`src/adc_seq_pkg.sv`:
```
// Constants shared by the sample/convert sequencer and its testbench.
// Assumes one 250 MHz clock and APB register access with 32-bit data.
//
// Overview of operation
// Trigger codes 1111 to 1101 and 0100 to 0010 are reserved and never end sampling.
// Code 1100 ends sampling on a logic cell two event, code 1011 on a logic cell one event.
// Codes 1010, 1001 and 1000 end sampling on capture unit three, two and one events.
// Code 0111 lets an internal counter end sampling with no outside event.
// Codes 0110 and 0101 end sampling on a timer period match, only 0110 while asleep.
// Code 0001 ends sampling on an active edge of external interrupt pin zero.
// Code 0000 ends sampling when software clears the sample control bit.
// Resolution select at bit 3 gives 12-bit conversion when set, 10-bit when clear.
// With auto sample start at bit 2 set, a new sample starts right after each conversion.
// With auto sample start clear, sampling waits for software to set sample control.
// Sample control at bit 1 reads 1 while sampling and 0 while holding.
// The done bit at position 0 reads 1 once a conversion has completed.
// Clearing the done bit by software leaves any sample or conversion running.
// While the converter is disabled, sample control stays 0 and writes to it are ignored.
// In automatic operation the done bit is cleared when the next sample starts.
// The external pin is synchronised and edge detected into a one-cycle pulse.
// Done is set the cycle after end of conversion; a trigger clears sample control.
package adc_seq_pkg;

   localparam int ADDR_W = 8;
   localparam int DATA_W = 32;
   localparam int RESULT_W = 12;
   localparam int IRQ_W = 2;
   localparam int SAMPLE_TIME_W = 8;
   localparam int EVENT_W = 6;

   // Register byte offsets
   localparam logic [ADDR_W-1:0] OFF_CONTROL = 8'h00;
   localparam logic [ADDR_W-1:0] OFF_IRQ_STATUS = 8'h04;
   localparam logic [ADDR_W-1:0] OFF_IRQ_MASK = 8'h08;
   localparam logic [ADDR_W-1:0] OFF_SAMPLE_TIME = 8'h0C;
   localparam logic [ADDR_W-1:0] OFF_RESULT = 8'h10;

   // Control register fields
   localparam int CTL_DONE_BIT = 0;
   localparam int CTL_SAMPLE_BIT = 1;
   localparam int CTL_AUTO_BIT = 2;
   localparam int CTL_RES_BIT = 3;
   localparam int CTL_TRIG_LSB = 4;
   localparam int CTL_TRIG_MSB = 7;
   localparam int CTL_ENABLE_BIT = 15;

   // Interrupt status and mask fields
   localparam int IRQ_DONE_BIT = 0;
   localparam int IRQ_SAMPLE_END_BIT = 1;

   // Trigger source codes
   localparam logic [3:0] TRIG_MANUAL = 4'h0;
   localparam logic [3:0] TRIG_EXT_PIN = 4'h1;
   localparam logic [3:0] TRIG_TIMER_AWAKE = 4'h5;
   localparam logic [3:0] TRIG_TIMER_SLEEP = 4'h6;
   localparam logic [3:0] TRIG_AUTO_CONVERT = 4'h7;
   localparam logic [3:0] TRIG_CAPTURE_ONE = 4'h8;
   localparam logic [3:0] TRIG_CAPTURE_TWO = 4'h9;
   localparam logic [3:0] TRIG_CAPTURE_THREE = 4'hA;
   localparam logic [3:0] TRIG_CELL_ONE = 4'hB;
   localparam logic [3:0] TRIG_CELL_TWO = 4'hC;

   // Event vector positions
   localparam int EV_CELL_ONE = 0;
   localparam int EV_CELL_TWO = 1;
   localparam int EV_CAPTURE_ONE = 2;
   localparam int EV_CAPTURE_TWO = 3;
   localparam int EV_CAPTURE_THREE = 4;
   localparam int EV_TIMER = 5;

   // Reset values
   localparam logic [SAMPLE_TIME_W-1:0] SAMPLE_TIME_RESET = 8'h0F;
   localparam logic [DATA_W-1:0] READ_ZERO = 32'h0000_0000;

   typedef enum logic [1:0] {
      ST_IDLE,
      ST_SAMPLE,
      ST_CONVERT
   } seq_state_e;

endpackage

```
`src/adc_sample_convert_sequencer.sv`:
```
// Sample/convert sequencer for the converter control register, with
// interrupt status, mask, auto-convert sample time and result registers.
// Assumes on-chip event inputs are synchronous to pclk; the external
// interrupt pin is not, and is synchronised here.
//
// Local design decisions: the APB interface to the registers and the register addresses.
`timescale 1ns/10ps
module adc_sample_convert_sequencer (
   input wire logic pclk,
   input wire logic presetn,
   input wire logic psel,
   input wire logic penable,
   input wire logic pwrite,
   input wire logic [adc_seq_pkg::ADDR_W-1:0] paddr,
   input wire logic [adc_seq_pkg::DATA_W-1:0] pwdata,
   output logic [adc_seq_pkg::DATA_W-1:0] prdata,
   output logic pready,
   output logic pslverr,
   input wire logic logic_cell_one_event,
   input wire logic logic_cell_two_event,
   input wire logic capture_unit_one_event,
   input wire logic capture_unit_two_event,
   input wire logic capture_unit_three_event,
   input wire logic general_timer_one_match,
   input wire logic ext_int_zero_pin,
   input wire logic device_sleep,
   output logic conv_start,
   output logic conv_sampling,
   output logic conv_twelve_bit,
   input wire logic conv_end,
   input wire logic [adc_seq_pkg::RESULT_W-1:0] conv_data,
   output logic irq
);

   function automatic logic is_reserved_code(input logic [3:0] code);
      is_reserved_code = (code >= 4'hD) || (code >= 4'h2 && code <= 4'h4);
   endfunction

   function automatic logic select_trigger(
      input logic [3:0] code,
      input logic [adc_seq_pkg::EVENT_W-1:0] ev,
      input logic pin_edge,
      input logic asleep,
      input logic count_hit,
      input logic sw_clear
   );
      case (code)
         adc_seq_pkg::TRIG_CELL_TWO: select_trigger =
            ev[adc_seq_pkg::EV_CELL_TWO];
         adc_seq_pkg::TRIG_CELL_ONE: select_trigger =
            ev[adc_seq_pkg::EV_CELL_ONE];
         adc_seq_pkg::TRIG_CAPTURE_THREE: select_trigger =
            ev[adc_seq_pkg::EV_CAPTURE_THREE];
         adc_seq_pkg::TRIG_CAPTURE_TWO: select_trigger =
            ev[adc_seq_pkg::EV_CAPTURE_TWO];
         adc_seq_pkg::TRIG_CAPTURE_ONE: select_trigger =
            ev[adc_seq_pkg::EV_CAPTURE_ONE];
         adc_seq_pkg::TRIG_AUTO_CONVERT: select_trigger = count_hit;
         adc_seq_pkg::TRIG_TIMER_SLEEP: select_trigger =
            ev[adc_seq_pkg::EV_TIMER];
         adc_seq_pkg::TRIG_TIMER_AWAKE: select_trigger =
            ev[adc_seq_pkg::EV_TIMER] && !asleep;
         adc_seq_pkg::TRIG_EXT_PIN: select_trigger = pin_edge;
         adc_seq_pkg::TRIG_MANUAL: select_trigger = sw_clear;
         default: select_trigger = 1'b0;
      endcase
   endfunction

   adc_seq_pkg::seq_state_e state_reg, state_next;
   logic enable_reg;
   logic [3:0] trig_sel_reg;
   logic res_sel_reg;
   logic auto_start_reg;
   logic sample_control_reg, sample_control_next;
   logic done_reg, done_next;
   logic start_reg, start_next;
   logic [adc_seq_pkg::SAMPLE_TIME_W-1:0] count_reg, count_next;
   logic [adc_seq_pkg::SAMPLE_TIME_W-1:0] sample_time_reg;
   logic [adc_seq_pkg::RESULT_W-1:0] result_reg;
   logic [adc_seq_pkg::IRQ_W-1:0] irq_status_reg, irq_status_next;
   logic [adc_seq_pkg::IRQ_W-1:0] irq_mask_reg;
   logic [adc_seq_pkg::IRQ_W-1:0] irq_set;
   logic [adc_seq_pkg::EVENT_W-1:0] event_prev_reg;
   logic ext_meta_reg, ext_sync_reg, ext_prev_reg;
   logic [adc_seq_pkg::DATA_W-1:0] prdata_reg;
   logic pslverr_reg;
   logic sample_end;

   // Bus decode
   wire bus_setup = psel && !penable;
   wire bus_write = psel && penable && pwrite;
   wire hit_control = (paddr == adc_seq_pkg::OFF_CONTROL);
   wire hit_status = (paddr == adc_seq_pkg::OFF_IRQ_STATUS);
   wire hit_mask = (paddr == adc_seq_pkg::OFF_IRQ_MASK);
   wire hit_time = (paddr == adc_seq_pkg::OFF_SAMPLE_TIME);
   wire hit_result = (paddr == adc_seq_pkg::OFF_RESULT);
   wire addr_hit = hit_control || hit_status || hit_mask || hit_time ||
      hit_result;
   wire wr_control = bus_write && hit_control;
   wire wr_status = bus_write && hit_status;
   wire wr_mask = bus_write && hit_mask;
   wire wr_time = bus_write && hit_time;

   wire enable_next = wr_control ? pwdata[adc_seq_pkg::CTL_ENABLE_BIT]
      : enable_reg;
   // Sample bit writes only count while enabled
   wire sw_sample_control_set = wr_control && enable_next &&
      pwdata[adc_seq_pkg::CTL_SAMPLE_BIT];
   wire sw_sample_control_clear = wr_control && enable_next &&
      !pwdata[adc_seq_pkg::CTL_SAMPLE_BIT];
   wire sw_done_clear = wr_control && !pwdata[adc_seq_pkg::CTL_DONE_BIT];

   // Rising edges of on-chip event lines, so a held level fires once
   wire [adc_seq_pkg::EVENT_W-1:0] event_now = {general_timer_one_match,
      capture_unit_three_event, capture_unit_two_event,
      capture_unit_one_event, logic_cell_two_event, logic_cell_one_event};
   wire [adc_seq_pkg::EVENT_W-1:0] event_rise = event_now & ~event_prev_reg;
   wire pin_edge = ext_sync_reg && !ext_prev_reg;

   wire count_hit = (count_reg >= sample_time_reg);
   wire end_sampling = select_trigger(trig_sel_reg, event_rise, pin_edge,
      device_sleep, count_hit, sw_sample_control_clear);
   wire conv_finish = (state_reg == adc_seq_pkg::ST_CONVERT) && conv_end;

   // Ten-bit results keep the low bits only
   wire [adc_seq_pkg::RESULT_W-1:0] result_masked = res_sel_reg ?
      conv_data : {2'b00, conv_data[9:0]};

   always_comb begin
      state_next = state_reg;
      sample_control_next = sample_control_reg;
      done_next = done_reg;
      count_next = count_reg;
      start_next = 1'b0;
      sample_end = 1'b0;
      // Software clear touches only the flag, never the sequence
      if (sw_done_clear) begin
         done_next = 1'b0;
      end
      if (!enable_next) begin
         state_next = adc_seq_pkg::ST_IDLE;
         sample_control_next = 1'b0;
         count_next = '0;
         if (conv_finish) begin
            done_next = 1'b1;
         end
      end else begin
         case (state_reg)
            adc_seq_pkg::ST_IDLE: begin
               if (auto_start_reg) begin
                  state_next = adc_seq_pkg::ST_SAMPLE;
                  sample_control_next = 1'b1;
                  done_next = 1'b0;
                  count_next = '0;
               end else if (sw_sample_control_set) begin
                  state_next = adc_seq_pkg::ST_SAMPLE;
                  sample_control_next = 1'b1;
                  count_next = '0;
               end
            end
            adc_seq_pkg::ST_SAMPLE: begin
               if (end_sampling) begin
                  state_next = adc_seq_pkg::ST_CONVERT;
                  sample_control_next = 1'b0;
                  start_next = 1'b1;
                  sample_end = 1'b1;
               end else if (count_reg != '1) begin
                  count_next = count_reg + 1'b1;
               end
            end
            adc_seq_pkg::ST_CONVERT: begin
               if (conv_end) begin
                  state_next = adc_seq_pkg::ST_IDLE;
                  done_next = 1'b1;
               end
            end
            default: begin
               state_next = adc_seq_pkg::ST_IDLE;
               sample_control_next = 1'b0;
            end
         endcase
      end
   end

   // Status bits: hardware set wins over a write-one clear
   assign irq_set = {sample_end, conv_finish};
   assign irq_status_next = (irq_status_reg &
      ~(wr_status ? pwdata[adc_seq_pkg::IRQ_W-1:0] : '0)) | irq_set;

   wire [adc_seq_pkg::DATA_W-1:0] control_read = {16'h0000, enable_reg,
      7'h00, trig_sel_reg, res_sel_reg, auto_start_reg, sample_control_reg,
      done_reg};
   wire [adc_seq_pkg::DATA_W-1:0] read_mux =
      hit_control ? control_read :
      hit_status ? {30'h0000_0000, irq_status_reg} :
      hit_mask ? {30'h0000_0000, irq_mask_reg} :
      hit_time ? {24'h00_0000, sample_time_reg} :
      hit_result ? {20'h0_0000, result_reg} :
      adc_seq_pkg::READ_ZERO;

   always_ff @(posedge pclk or negedge presetn) begin
      if (!presetn) begin
         ext_meta_reg <= 1'b0;
         ext_sync_reg <= 1'b0;
         ext_prev_reg <= 1'b0;
         event_prev_reg <= '0;
      end else begin
         ext_meta_reg <= ext_int_zero_pin;
         ext_sync_reg <= ext_meta_reg;
         ext_prev_reg <= ext_sync_reg;
         event_prev_reg <= event_now;
      end
   end

   always_ff @(posedge pclk or negedge presetn) begin
      if (!presetn) begin
         enable_reg <= 1'b0;
         trig_sel_reg <= adc_seq_pkg::TRIG_MANUAL;
         res_sel_reg <= 1'b0;
         auto_start_reg <= 1'b0;
      end else if (wr_control) begin
         enable_reg <= pwdata[adc_seq_pkg::CTL_ENABLE_BIT];
         trig_sel_reg <=
            pwdata[adc_seq_pkg::CTL_TRIG_MSB:adc_seq_pkg::CTL_TRIG_LSB];
         res_sel_reg <= pwdata[adc_seq_pkg::CTL_RES_BIT];
         auto_start_reg <= pwdata[adc_seq_pkg::CTL_AUTO_BIT];
      end
   end

   always_ff @(posedge pclk or negedge presetn) begin
      if (!presetn) begin
         state_reg <= adc_seq_pkg::ST_IDLE;
         sample_control_reg <= 1'b0;
         done_reg <= 1'b0;
         start_reg <= 1'b0;
         count_reg <= '0;
      end else begin
         state_reg <= state_next;
         sample_control_reg <= sample_control_next;
         done_reg <= done_next;
         start_reg <= start_next;
         count_reg <= count_next;
      end
   end

   always_ff @(posedge pclk or negedge presetn) begin
      if (!presetn) begin
         irq_status_reg <= '0;
         irq_mask_reg <= '0;
         sample_time_reg <= adc_seq_pkg::SAMPLE_TIME_RESET;
         result_reg <= '0;
      end else begin
         irq_status_reg <= irq_status_next;
         if (wr_mask) begin
            irq_mask_reg <= pwdata[adc_seq_pkg::IRQ_W-1:0];
         end
         if (wr_time) begin
            sample_time_reg <= pwdata[adc_seq_pkg::SAMPLE_TIME_W-1:0];
         end
         if (conv_finish) begin
            result_reg <= result_masked;
         end
      end
   end

   // Read data is latched in the setup cycle so it comes from a flop
   always_ff @(posedge pclk or negedge presetn) begin
      if (!presetn) begin
         prdata_reg <= adc_seq_pkg::READ_ZERO;
         pslverr_reg <= 1'b0;
      end else if (bus_setup) begin
         prdata_reg <= pwrite ? adc_seq_pkg::READ_ZERO : read_mux;
         pslverr_reg <= !addr_hit;
      end
   end

   assign prdata = prdata_reg;
   assign pslverr = pslverr_reg && psel && penable;
   assign pready = psel && penable;
   assign conv_start = start_reg;
   assign conv_sampling = sample_control_reg;
   assign conv_twelve_bit = res_sel_reg;
   assign irq = |(irq_status_reg & irq_mask_reg);

   wire sampling_steady = (state_reg == adc_seq_pkg::ST_SAMPLE) &&
      enable_reg && !wr_control;
endmodule

```
`config.mk`:
```
export PLATFORM = sky130hd
export DESIGN_NAME = adc_sample_convert_sequencer
export DESIGN_NICKNAME = d
export VERILOG_FILES = /design/src/adc_seq_pkg.sv /design/src/adc_sample_convert_sequencer.sv
export SDC_FILE = /design/constraint.sdc
export NUM_CORES = 1
export LEC_CHECK = 0
export ABC_AREA = 1
export BUFFER_PORTS_ARGS = -buffer_cell sky130_fd_sc_hd__buf_4
export CORE_MARGIN = 3
export CORE_UTILIZATION = 56
export DETAILED_ROUTE_END_ITERATION = 12
export PLACE_DENSITY = 0.95
export SLEW_MARGIN = 30
export SYNTH_ARGS = -nofsm -noshare
export SYNTH_HDL_FRONTEND = slang
export SYNTH_SLANG_ARGS = --single-unit
export TNS_END_PERCENT = 30
```
`constraint.sdc`:
```
create_clock -name pclk -period 3.8 [get_ports pclk]
set_input_delay 0.57 -clock pclk [delete_from_list [all_inputs] [get_ports pclk]]
set_output_delay 0.57 -clock pclk [all_outputs]
set_load 0.005 [all_outputs]
```
Yosys cells after proc, flatten, opt, wreduce, memory -nomap -nowiden
Index checks and enable logic that the tools add are counted.

Flip-flop bits (word level): 86. Output and inout bits: 38. Logic and storage cells: 119.

Add/sub/neg operators: 1. Order comparisons: 1. Equal/unequal tests: 23. Multiplexer cells: 36. Bitwise logic cells: 6. Reduce and logical (&&, ||, !) cells: 33.

Operators with widths (number): $mux 12 (5); $mux 8 (5); $mux 16 (2); $eq 4x4->1 const B (5); $eq 8x4->1 const B (2); $logic_and 1x1->1 (16); $pmux 8 s2 (1); $mux 1 (13); $eq 4x3->1 const B (3); $mux 2 (6); $ne 3x3->1 const B (4); $pmux 1 s10 (1); $add 8x1->8 const B (1); $eq 8x3->1 const B (1); $eq 8x5->1 const B (1); $ge 8x8->1 (1); $logic_not 8->1 (1); $ne 8x8->1 const B (1); $and 6x6->6 (1); $logic_not 1->1 (6); $not 6->6 (1); $pmux 2 s3 (1); $reduce_and 3->1 (2); $and 2x2->2 (2); other kinds (15) (18).

Logic depth before layout (Yosys ltp)
Gate-level depths: netlist (run 1).

Word-level depth: 11. Depth in mapped cells: 15. Gate-level depth less buffers: 15.

Worst setup path after synthesis (run 1)
OpenSTA, ideal clock, no wires.

Path kind: input to register. From: in paddr[4] (netlist name). To: reg count_reg[3] (netlist name). Setup time: 0.117 ns. Arrival: 1.687 ns. Required time: 3.683 ns. Path slack: 1.996 ns. Cell stages on the path: 12. Buffers on the path: 0. Path through: nor2_2 -> nand2_2 -> nor2_8 -> nand3_4 -> nand2_4 -> inv_4 -> nand2_4 -> nor2_4 -> nor2_4 -> nand2_4 -> nand2_1 -> nand2_1.

Longest elaborated chain between the ends: 8.

RTL lines: start, declared (RTL line adc_sample_convert_sequencer.sv:14) `input wire logic [adc_seq_pkg::ADDR_W-1:0] paddr,`; $logic_not 8->1 * (RTL line adc_sample_convert_sequencer.sv:92) `wire hit_control = (paddr == adc_seq_pkg::OFF_CONTROL);`; $logic_and 1x1->1 * (RTL line adc_sample_convert_sequencer.sv:99) `wire wr_control = bus_write && hit_control;`; $mux 1 *; via enable_next (RTL line adc_sample_convert_sequencer.sv:104) `wire enable_next = wr_control ? pwdata[adc_seq_pkg::CTL_ENABLE_BIT]`; $logic_and 1x1->1 (RTL line adc_sample_convert_sequencer.sv:107, adc_sample_convert_sequencer.sv:109); $logic_and 1x1->1 (RTL line adc_sample_convert_sequencer.sv:109) `wire sw_sample_control_clear = wr_control && enable_next &&`; $pmux 1 s10 (RTL line adc_sample_convert_sequencer.sv:47) `case (code)`; $ne 3x3->1 (no line); $reduce_and 4->1 (no line); end signal, assigned (RTL line adc_sample_convert_sequencer.sv:242) `count_reg <= count_next;`; end, declared (RTL line adc_sample_convert_sequencer.sv:77) `logic [adc_seq_pkg::SAMPLE_TIME_W-1:0] count_reg, count_next;`.

Mark *: on every way through the listed nets, which the timed path passes. The rest lies on a longest branch. A chain may end at the register's enable or synchronous reset.

Worst setup path after layout (run 1)
From: reg sample_time_reg[1] (netlist name). To: reg count_reg[3] (netlist name).

Longest elaborated chain between the ends: 4.

RTL lines: start, declared (RTL line adc_sample_convert_sequencer.sv:78) `logic [adc_seq_pkg::SAMPLE_TIME_W-1:0] sample_time_reg;`; start signal, assigned (RTL line adc_sample_convert_sequencer.sv:250) `sample_time_reg <= adc_seq_pkg::SAMPLE_TIME_RESET;`; start signal, assigned (RTL line adc_sample_convert_sequencer.sv:258) `sample_time_reg <= pwdata[adc_seq_pkg::SAMPLE_TIME_W-1:0];`; $ge 8x8->1 (RTL line adc_sample_convert_sequencer.sv:120) `wire count_hit = (count_reg >= sample_time_reg);`; $pmux 1 s10 (RTL line adc_sample_convert_sequencer.sv:47); $ne 3x3->1 (no line); $reduce_and 4->1 (no line).

Every way passes these cells.

==> summary.md, run 1 <==
| Metric | Value |
|---|---|
| Core box area | 6030 um^2 |
| Post-Syn Area per Cell | 8.10 um^2 |
| Gpl congestion | 0.908 |
| Hold buffer count at CTS | 0 |
| CP cell instances | inv_1 > ha_1 > nand2_1 > nand3_1 > nand2_1 > nand2_1 > nand2_1 > nand2_1 > nand2_1 > nand3_1 > nand2_2 > nand2_4 > nand2_1 > nand2_1 |
| Number of max-cap violations | 0 |
| Worst setup SP type | flip-flop |
| Async S/R FF share, synth | 100% |
| Htree depth | 3 |
| Worst Path Max Fanout | 12 |
| Worst path max stage delay | 0.55 ns |
| Sequential Power Share | 47.2% |
| Number of flip-flops in the largest register | 13 |
| Cells after synthesis | 437 |
| Area growth from synthesis to layout | 19.4% |
| Die height | about 85 um |
| Largest net degree at the start of global routing | 68 |
| Placed insts | 567 |
| Worst path bufs/invs | 1 |
| Global Route Usage Sum | between 20% and 30% |
| EDFF count, synth | 0 |
| Post-CTS Setup Bufs | 0 |
| CP arrival | 2.28 ns |
| Antenna diodes | 0 |
| Post-synthesis cell type count | 39 |
| Detailed-route wire length | 8150 um |
| Final Instance Count excl. Fillers | 583 |
| DRC viols | 0 |
| Register bit total from synthesis | 67 |
| Nets | 578 |
| Final worst path period share | a little over half |
| Register area share after synthesis | 47.5% |
| Initial core utilization | 58.7% |
| Post-CTS resize count | 0 |
| Syn Std Cell Area | 3540 um^2 |
| Combinational power share | 13.0% |
| Die Wd | 85.5 um |
| I/O Buffers | 61 |
| Worst-margin pin slew | 0.830 ns |
| TritonCTS clock tree | done |
| Place WS | 1.50 ns |
| Endpoints failing hold | 0 |
| Total overflow reported by the global router | 0 |
| Req. time, crit path | around 4.0 ns |
| Vias in the first global route | about 3000 |
| P_leak | 2.21 nW |
| Root buffer cell | clkbuf_8 |
| Routed WL per cell | 14.0 um |
| PnR worst setup slack | between 1.5 and 2 ns |
| Vias | 3090 |
| Initial antenna violation count | 0 |
| Clock Path Buffers | 2 |
| TNS Setup | 0 ns |
| Total Power | about 1.6 mW |
| Clock transition at the registers of the reported paths | 0.07 ns |
| DP HPWL | 6190 um |
| Max VDD drop | 0.356 mV |
| Post-synth top flop | dfrtp_1 |
| Max Slew Vio Count | 0 |
| Setup Skew | 0.0111 ns |
| P_sw | 426 uW |
| Worst skew pair latency | roughly 0.34 ns |
| Power Density | approximately 390 nW/um^2 |
| Internal cell power | 1.22 mW |
| Critical Path Most Common Cell | nand2_1 |
| Clk pwr share | 39.8% |
| Final setup violation count | 0 |
| First-pass GRT wire length | 13300 um |
| # IOs | 104 |
| Fmax | 489 MHz |
| RSZ-0062 raised after global routing | false |
| CTS sink cnt | 67 |
| Die area | between 7000 and 8000 um^2 |
| Hold Crit Class | in -> async |
| Rel. slew slack | between 40% and 50% |
| Status | finished clean |
| CTS Buf Count | 9 |
| Slowest CP cell | dfstp_2 |
| Worst Setup Path Type | reg -> reg |
| Minimum clock period | 2.05 ns |
| Iteration-0 DRC Markers | about 220 |
| CP top delay family | simple AND/OR/NAND/NOR gates |
| DR vias/cell | 5.30 |
| YS warnings | 0 |
| Critical Path End Type | flip-flop |
| Sw Ratio | 25.9% |
| First drt pass iteration count | 5 |
| Number of core rows | 28 |
| Share of layout cells above drive strength 1 | approximately 20% |
| Post-route ant nets | 0 |
cells by family (layout without fill, tap and decap cells):
| logic type | after synthesis | in the layout | share of synthesized area, % |
|---|---|---|---|
| adder cells (fa/ha/maj) | 9 | 9 | 3.18 |
| XOR/XNOR | 2 | 2 | 0.495 |
| buffers and inverters | 86 | 139 | 11.3 |
| flip-flops | 67 | 67 | 47.5 |
| other | 1 | 19 | 0.106 |
| AND/OR/NAND/NOR | 215 | 215 | 28.5 |
| AO/OA/AOI/OAI | 57 | 57 | 8.84 |
per-layer routing:
layer	track usage (%)	vias to the layer above	wire length, um	share of wire, %
li1	-	1484	-	-
met1	27.8	1445	3180	39
met2	40.5	142	4200	52
met3	5.86	19	639	7.8
met4	6.33	0	125	1.5
met5	0	-	0	0
metrics by stage:
stage,util [%],cell area [um^2],hold slack (ns)
global route,70.1,4220,0.318
floorplan,-,3610,0.274
finish,70.1,4220,0.307
CTS,70.0,4220,0.321
global placement,66.3,4000,0.336
detailed placement,66.3,4000,0.341
placed cells by master (no fill, tap or decap), types with 3 or more instances in the layout:
| master | netlist | routed |
|---|---|---|
| a22o_1 | 3 | 3 |
| nand2_2 | 4 | 4 |
| nand3b_1 | 3 | 3 |
| dfstp_2 | 4 | 4 |
| nand2_4 | 4 | 4 |
| buf_4 | 19 | 62 |
| clkbuf_8 | 0 | 10 |
| a21oi_1 | 10 | 10 |
| nand4_1 | 6 | 6 |
| ha_1 | 9 | 9 |
| nand3_1 | 22 | 22 |
| inv_1 | 59 | 59 |
| conb_1 | 1 | 19 |
| nor3_1 | 3 | 3 |
| nor2_1 | 27 | 27 |
| o21ai_0 | 36 | 36 |
| nand2_1 | 131 | 131 |
| nor2_4 | 5 | 5 |
| dfrtp_1 | 63 | 63 |
worst paths after layout:
kind | startpoint | endpoint | slack, ns | depth (start not counted)
min | presetn | count_reg[6]$_DFFE_PN0P_ | 0.31 | 1
max reg2reg | sample_time_reg[1]$_DFFE_PN1P_ | count_reg[3]$_DFFE_PN0P_ | 1.75 | 14
max | sample_time_reg[1]$_DFFE_PN1P_ | count_reg[3]$_DFFE_PN0P_ | 1.75 | 14
max in group asynchronous | presetn | count_reg[1]$_DFFE_PN0P_ | 2.92 | 1
min reg2reg | ext_meta_reg$_DFF_PN0_ | ext_sync_reg$_DFF_PN0_ | 0.35 | 0
min in group pclk | ext_int_zero_pin | ext_meta_reg$_DFF_PN0_ | 0.33 | 1
power by group through the flow:
stage               clock network (mW)  logic (mW)  registers (mW)
floorplan                            0       0.139           0.783
global placement                     0       0.201           0.788
detailed placement                   0       0.212           0.791
CTS                              0.659       0.213           0.778
global route                     0.690       0.241           0.782
finish                           0.655       0.214           0.778
final cells by class:
cell class	instances	area [um^2]
sequential	67	1680
timing repair buffer	62	465
clock inverter	4	73.8
multi-input combinational	302	1530
inverter	61	231
clock buffer	12	145
fill	452	1800
tap	75	93.8
cell usage after synthesis (2+ instances only):
library cell / number / area, um^2
nand2_1: 131 / 492
dfrtp_1: 63 / 1580
inv_1: 59 / 221
o21ai_0: 36 / 180
nor2_1: 27 / 101
nand3_1: 22 / 110
buf_4: 19 / 143
a21oi_1: 10 / 50.1
ha_1: 9 / 113
nand4_1: 6 / 37.5
nor2_4: 5 / 56.3
dfstp_2: 4 / 105
nand2_2: 4 / 25.0
nand2_4: 4 / 45.0
a22o_1: 3 / 26.3
buf_2: 3 / 15.0
clkbuf_1: 3 / 11.3
nand3b_1: 3 / 22.5
nor3_1: 3 / 15.0
nor2_2: 2 / 12.5
o21ai_1: 2 / 10.0
xnor2_1: 2 / 17.5
No activity file was read; power rests on OpenSTA's default activity.
==> run 2, diff against run 1 <==
CORE_UTILIZATION = 52   (was 56)
PLACE_DENSITY = 0.91   (was 0.95)
clock period = 1.9 ns   (was 3.8 ns; I/O delays follow)
==> summary.md, run 2 (synthesized netlist as in run 1, its figures left out) <==
| Metric | Value |
|---|---|
| Worst path max stage delay | between 0.5 and 0.6 ns |
| Area growth from synthesis to layout | 25.6% |
| DR vias/cell | 5.37 |
| Routed WL per cell | about 15 um |
| Share of layout cells above drive strength 1 | 25.4% |
| Worst Path Max Fanout | 8 |
| Minimum clock period | approximately 1.8 ns |
| Vias in the first global route | 3241 |
| Clock transition at the registers of the reported paths | approximately 0.070 ns |
| Worst path bufs/invs | 1 |
| P_leak | 2.28 nW |
| Htree depth | 3 |
| Post-route ant nets | 0 |
| Worst flop-to-flop path endpoint | count_reg[6]$_DFFE_PN0P_ |
| R2R Setup Slk | 0.1 ns |
| Commonest non-fill, non-tap cell in the layout | nand2_1 |
| Global Route Usage Sum | 23.7% |
| Power Density | 752 nW/um^2 |
| Critical Path Most Common Cell | nand2_1 |
| RSZ-0062 raised after global routing | true |
| Endpoints failing hold | 0 |
| Total overflow reported by the global router | 0 |
| Worst hold margin | 0.0444 ns |
| Core box area | 6460 um^2 |
| Leading cell types in the layout, fill and taps excluded | nand2_1, buf_4, dfrtp_1, inv_1, o21ai_0 |
| Final worst path period share | 94.8% |
| Max VDD drop | between 0.5 and 0.6 mV |
| Detailed-route wire length | 8930 um |
| Gpl congestion | roughly 0.87 |
| CP top delay family | simple AND/OR/NAND/NOR gates |
| CP arrival | 2.03 ns |
| Die Wd | ~88 um |
| Setup Skew | 0.0111 ns |
| Worst r2r path cells | 14 |
| Nets | 593 |
| Largest net degree at the start of global routing | 38 |
| Worst R2R Start | sample_time_reg[1]$_DFFE_PN1P_ |
| Number of max-cap violations | 0 |
| Worst-margin pin slew | 0.525 ns |
| Worst Hold Launch | ext_int_zero_pin |
| Worst setup SP type | flip-flop |
| Status | finished clean |
| TritonCTS clock tree | done |
| Min-Delay Path Depth | 1 |
| Worst skew pair latency | 0.35 ns |
| Rel. slew slack | 64.9% |
| Placed insts | 582 |
| Antenna diodes | 0 |
| Critical Path End Type | flip-flop |
| Die height | 88.5 um |
| Root buffer cell | clkbuf_8 |
| Critical path depth in cells | 14 |
| Place WS | -0.0944 ns |
| First drt pass iteration count | 4 |
| Post-CTS Setup Bufs | 0 |
| Worst Setup SP | sample_time_reg[1]$_DFFE_PN1P_ |
| DP HPWL | 6420 um |
| Vias | about 3200 |
| Req. time, crit path | 2.13 ns |
| PnR worst setup slack | slightly below 0.1 ns |
| Fmax | 555 MHz |
| Min-Delay Endpoint | ext_meta_reg$_DFF_PN0_ |
| # IOs | 104 |
| I/O Buffers | 61 |
| CTS Buf Count | 9 |
| Slowest CP cell | dfstp_2 |
| Number of flip-flops in the largest register | 13 |
| Initial antenna violation count | 0 |
| First-pass GRT wire length | 14200 um |
| Number of core rows | 29 |
| Die area | approximately 7800 um^2 |
| DRC viols | 0 |
| Iteration-0 DRC Markers | roughly 200 |
| Hold Crit Class | in -> reg |
| CTS sink cnt | 67 |
| Initial core utilization | 54.8% |
| Worst Setup Path Type | reg -> reg |
| Final Instance Count excl. Fillers | 600 |
| Final setup violation count | 0 |
| Clock Path Buffers | 2 |
| Util after Layout | 68.8% |
| Max Slew Vio Count | 0 |
| CP cell instances | inv_2 > ha_4 > nand2_2 > nand3_2 > nand2_1 > nand2_1 > nand2_1 > nand2_1 > nand2_2 > nand3_4 > nand2_8 > nand2_8 > nand2_1 > nand2_1 |
==> run 2: cell count changes in the layout (fill, tap and decap cells not counted), moves of 3 or more <==
cell and change:
nand2_2 +6, ha_1 -3, nand2_1 -6, buf_4 +12, ha_4 +3
==> run 2: cell type report <==
cell class	count	area (um^2)
fillers	487	2020
clock buffers	10	128
multi-input cells	303	1630
clock inverters	6	90.1
flip-flops and latches	67	1680
inverters	61	231
well taps	77	96.3
repair buffers	76	586
==> run 2: repair_timing <==
item,in CTS,in global routing
gates cloned,1,0
hold endpoints to repair,30,0
resized for setup,4,16
hold buffers,1,0
endpoints found under the setup margin,11,13
pin swaps,2,2
==> run 2: power breakdown <==
part	switching (mW)	internal (mW)
Combinational	0.290	0.185
Clock	0.569	0.741
Sequential	0.0522	1.50
Total	0.911	2.43
==> run 2: through the flow <==
stage | instance area, um^2 | power (mW) | TNS [ns]
after CTS | 4370 | 3.32 | 0
after floorplan | 3610 | 1.84 | 0
after global placement | 4110 | 1.99 | -0.209
after global routing | 4440 | 3.47 | -0.273
final | 4440 | 3.34 | 0
after detailed placement | 4110 | 2.01 | -0.789
==> run 2: worst max-delay path by stage <==
stage	end	slack (ns)
global route	conv_sampling$_DFFE_PN0P_	-0.05
CTS	count_reg[4]$_DFFE_PN0P_	0.007
floorplan	state_reg[1]$_DFFE_PN0P_	0.14
global placement	count_reg[5]$_DFFE_PN0P_	-0.03
finish	count_reg[6]$_DFFE_PN0P_	0.1
detailed placement	count_reg[4]$_DFFE_PN0P_	-0.09
==> run 2: routing by layer <==
layer | share of wire [%] | up-vias | global-route usage, %
li1 | - | 1507 | -
met1 | 39 | 1538 | 28.5
met2 | 51 | 147 | 39.7
met3 | 6.6 | 29 | 4.93
met4 | 3.2 | 0 | 13.0
met5 | 0 | - | 0
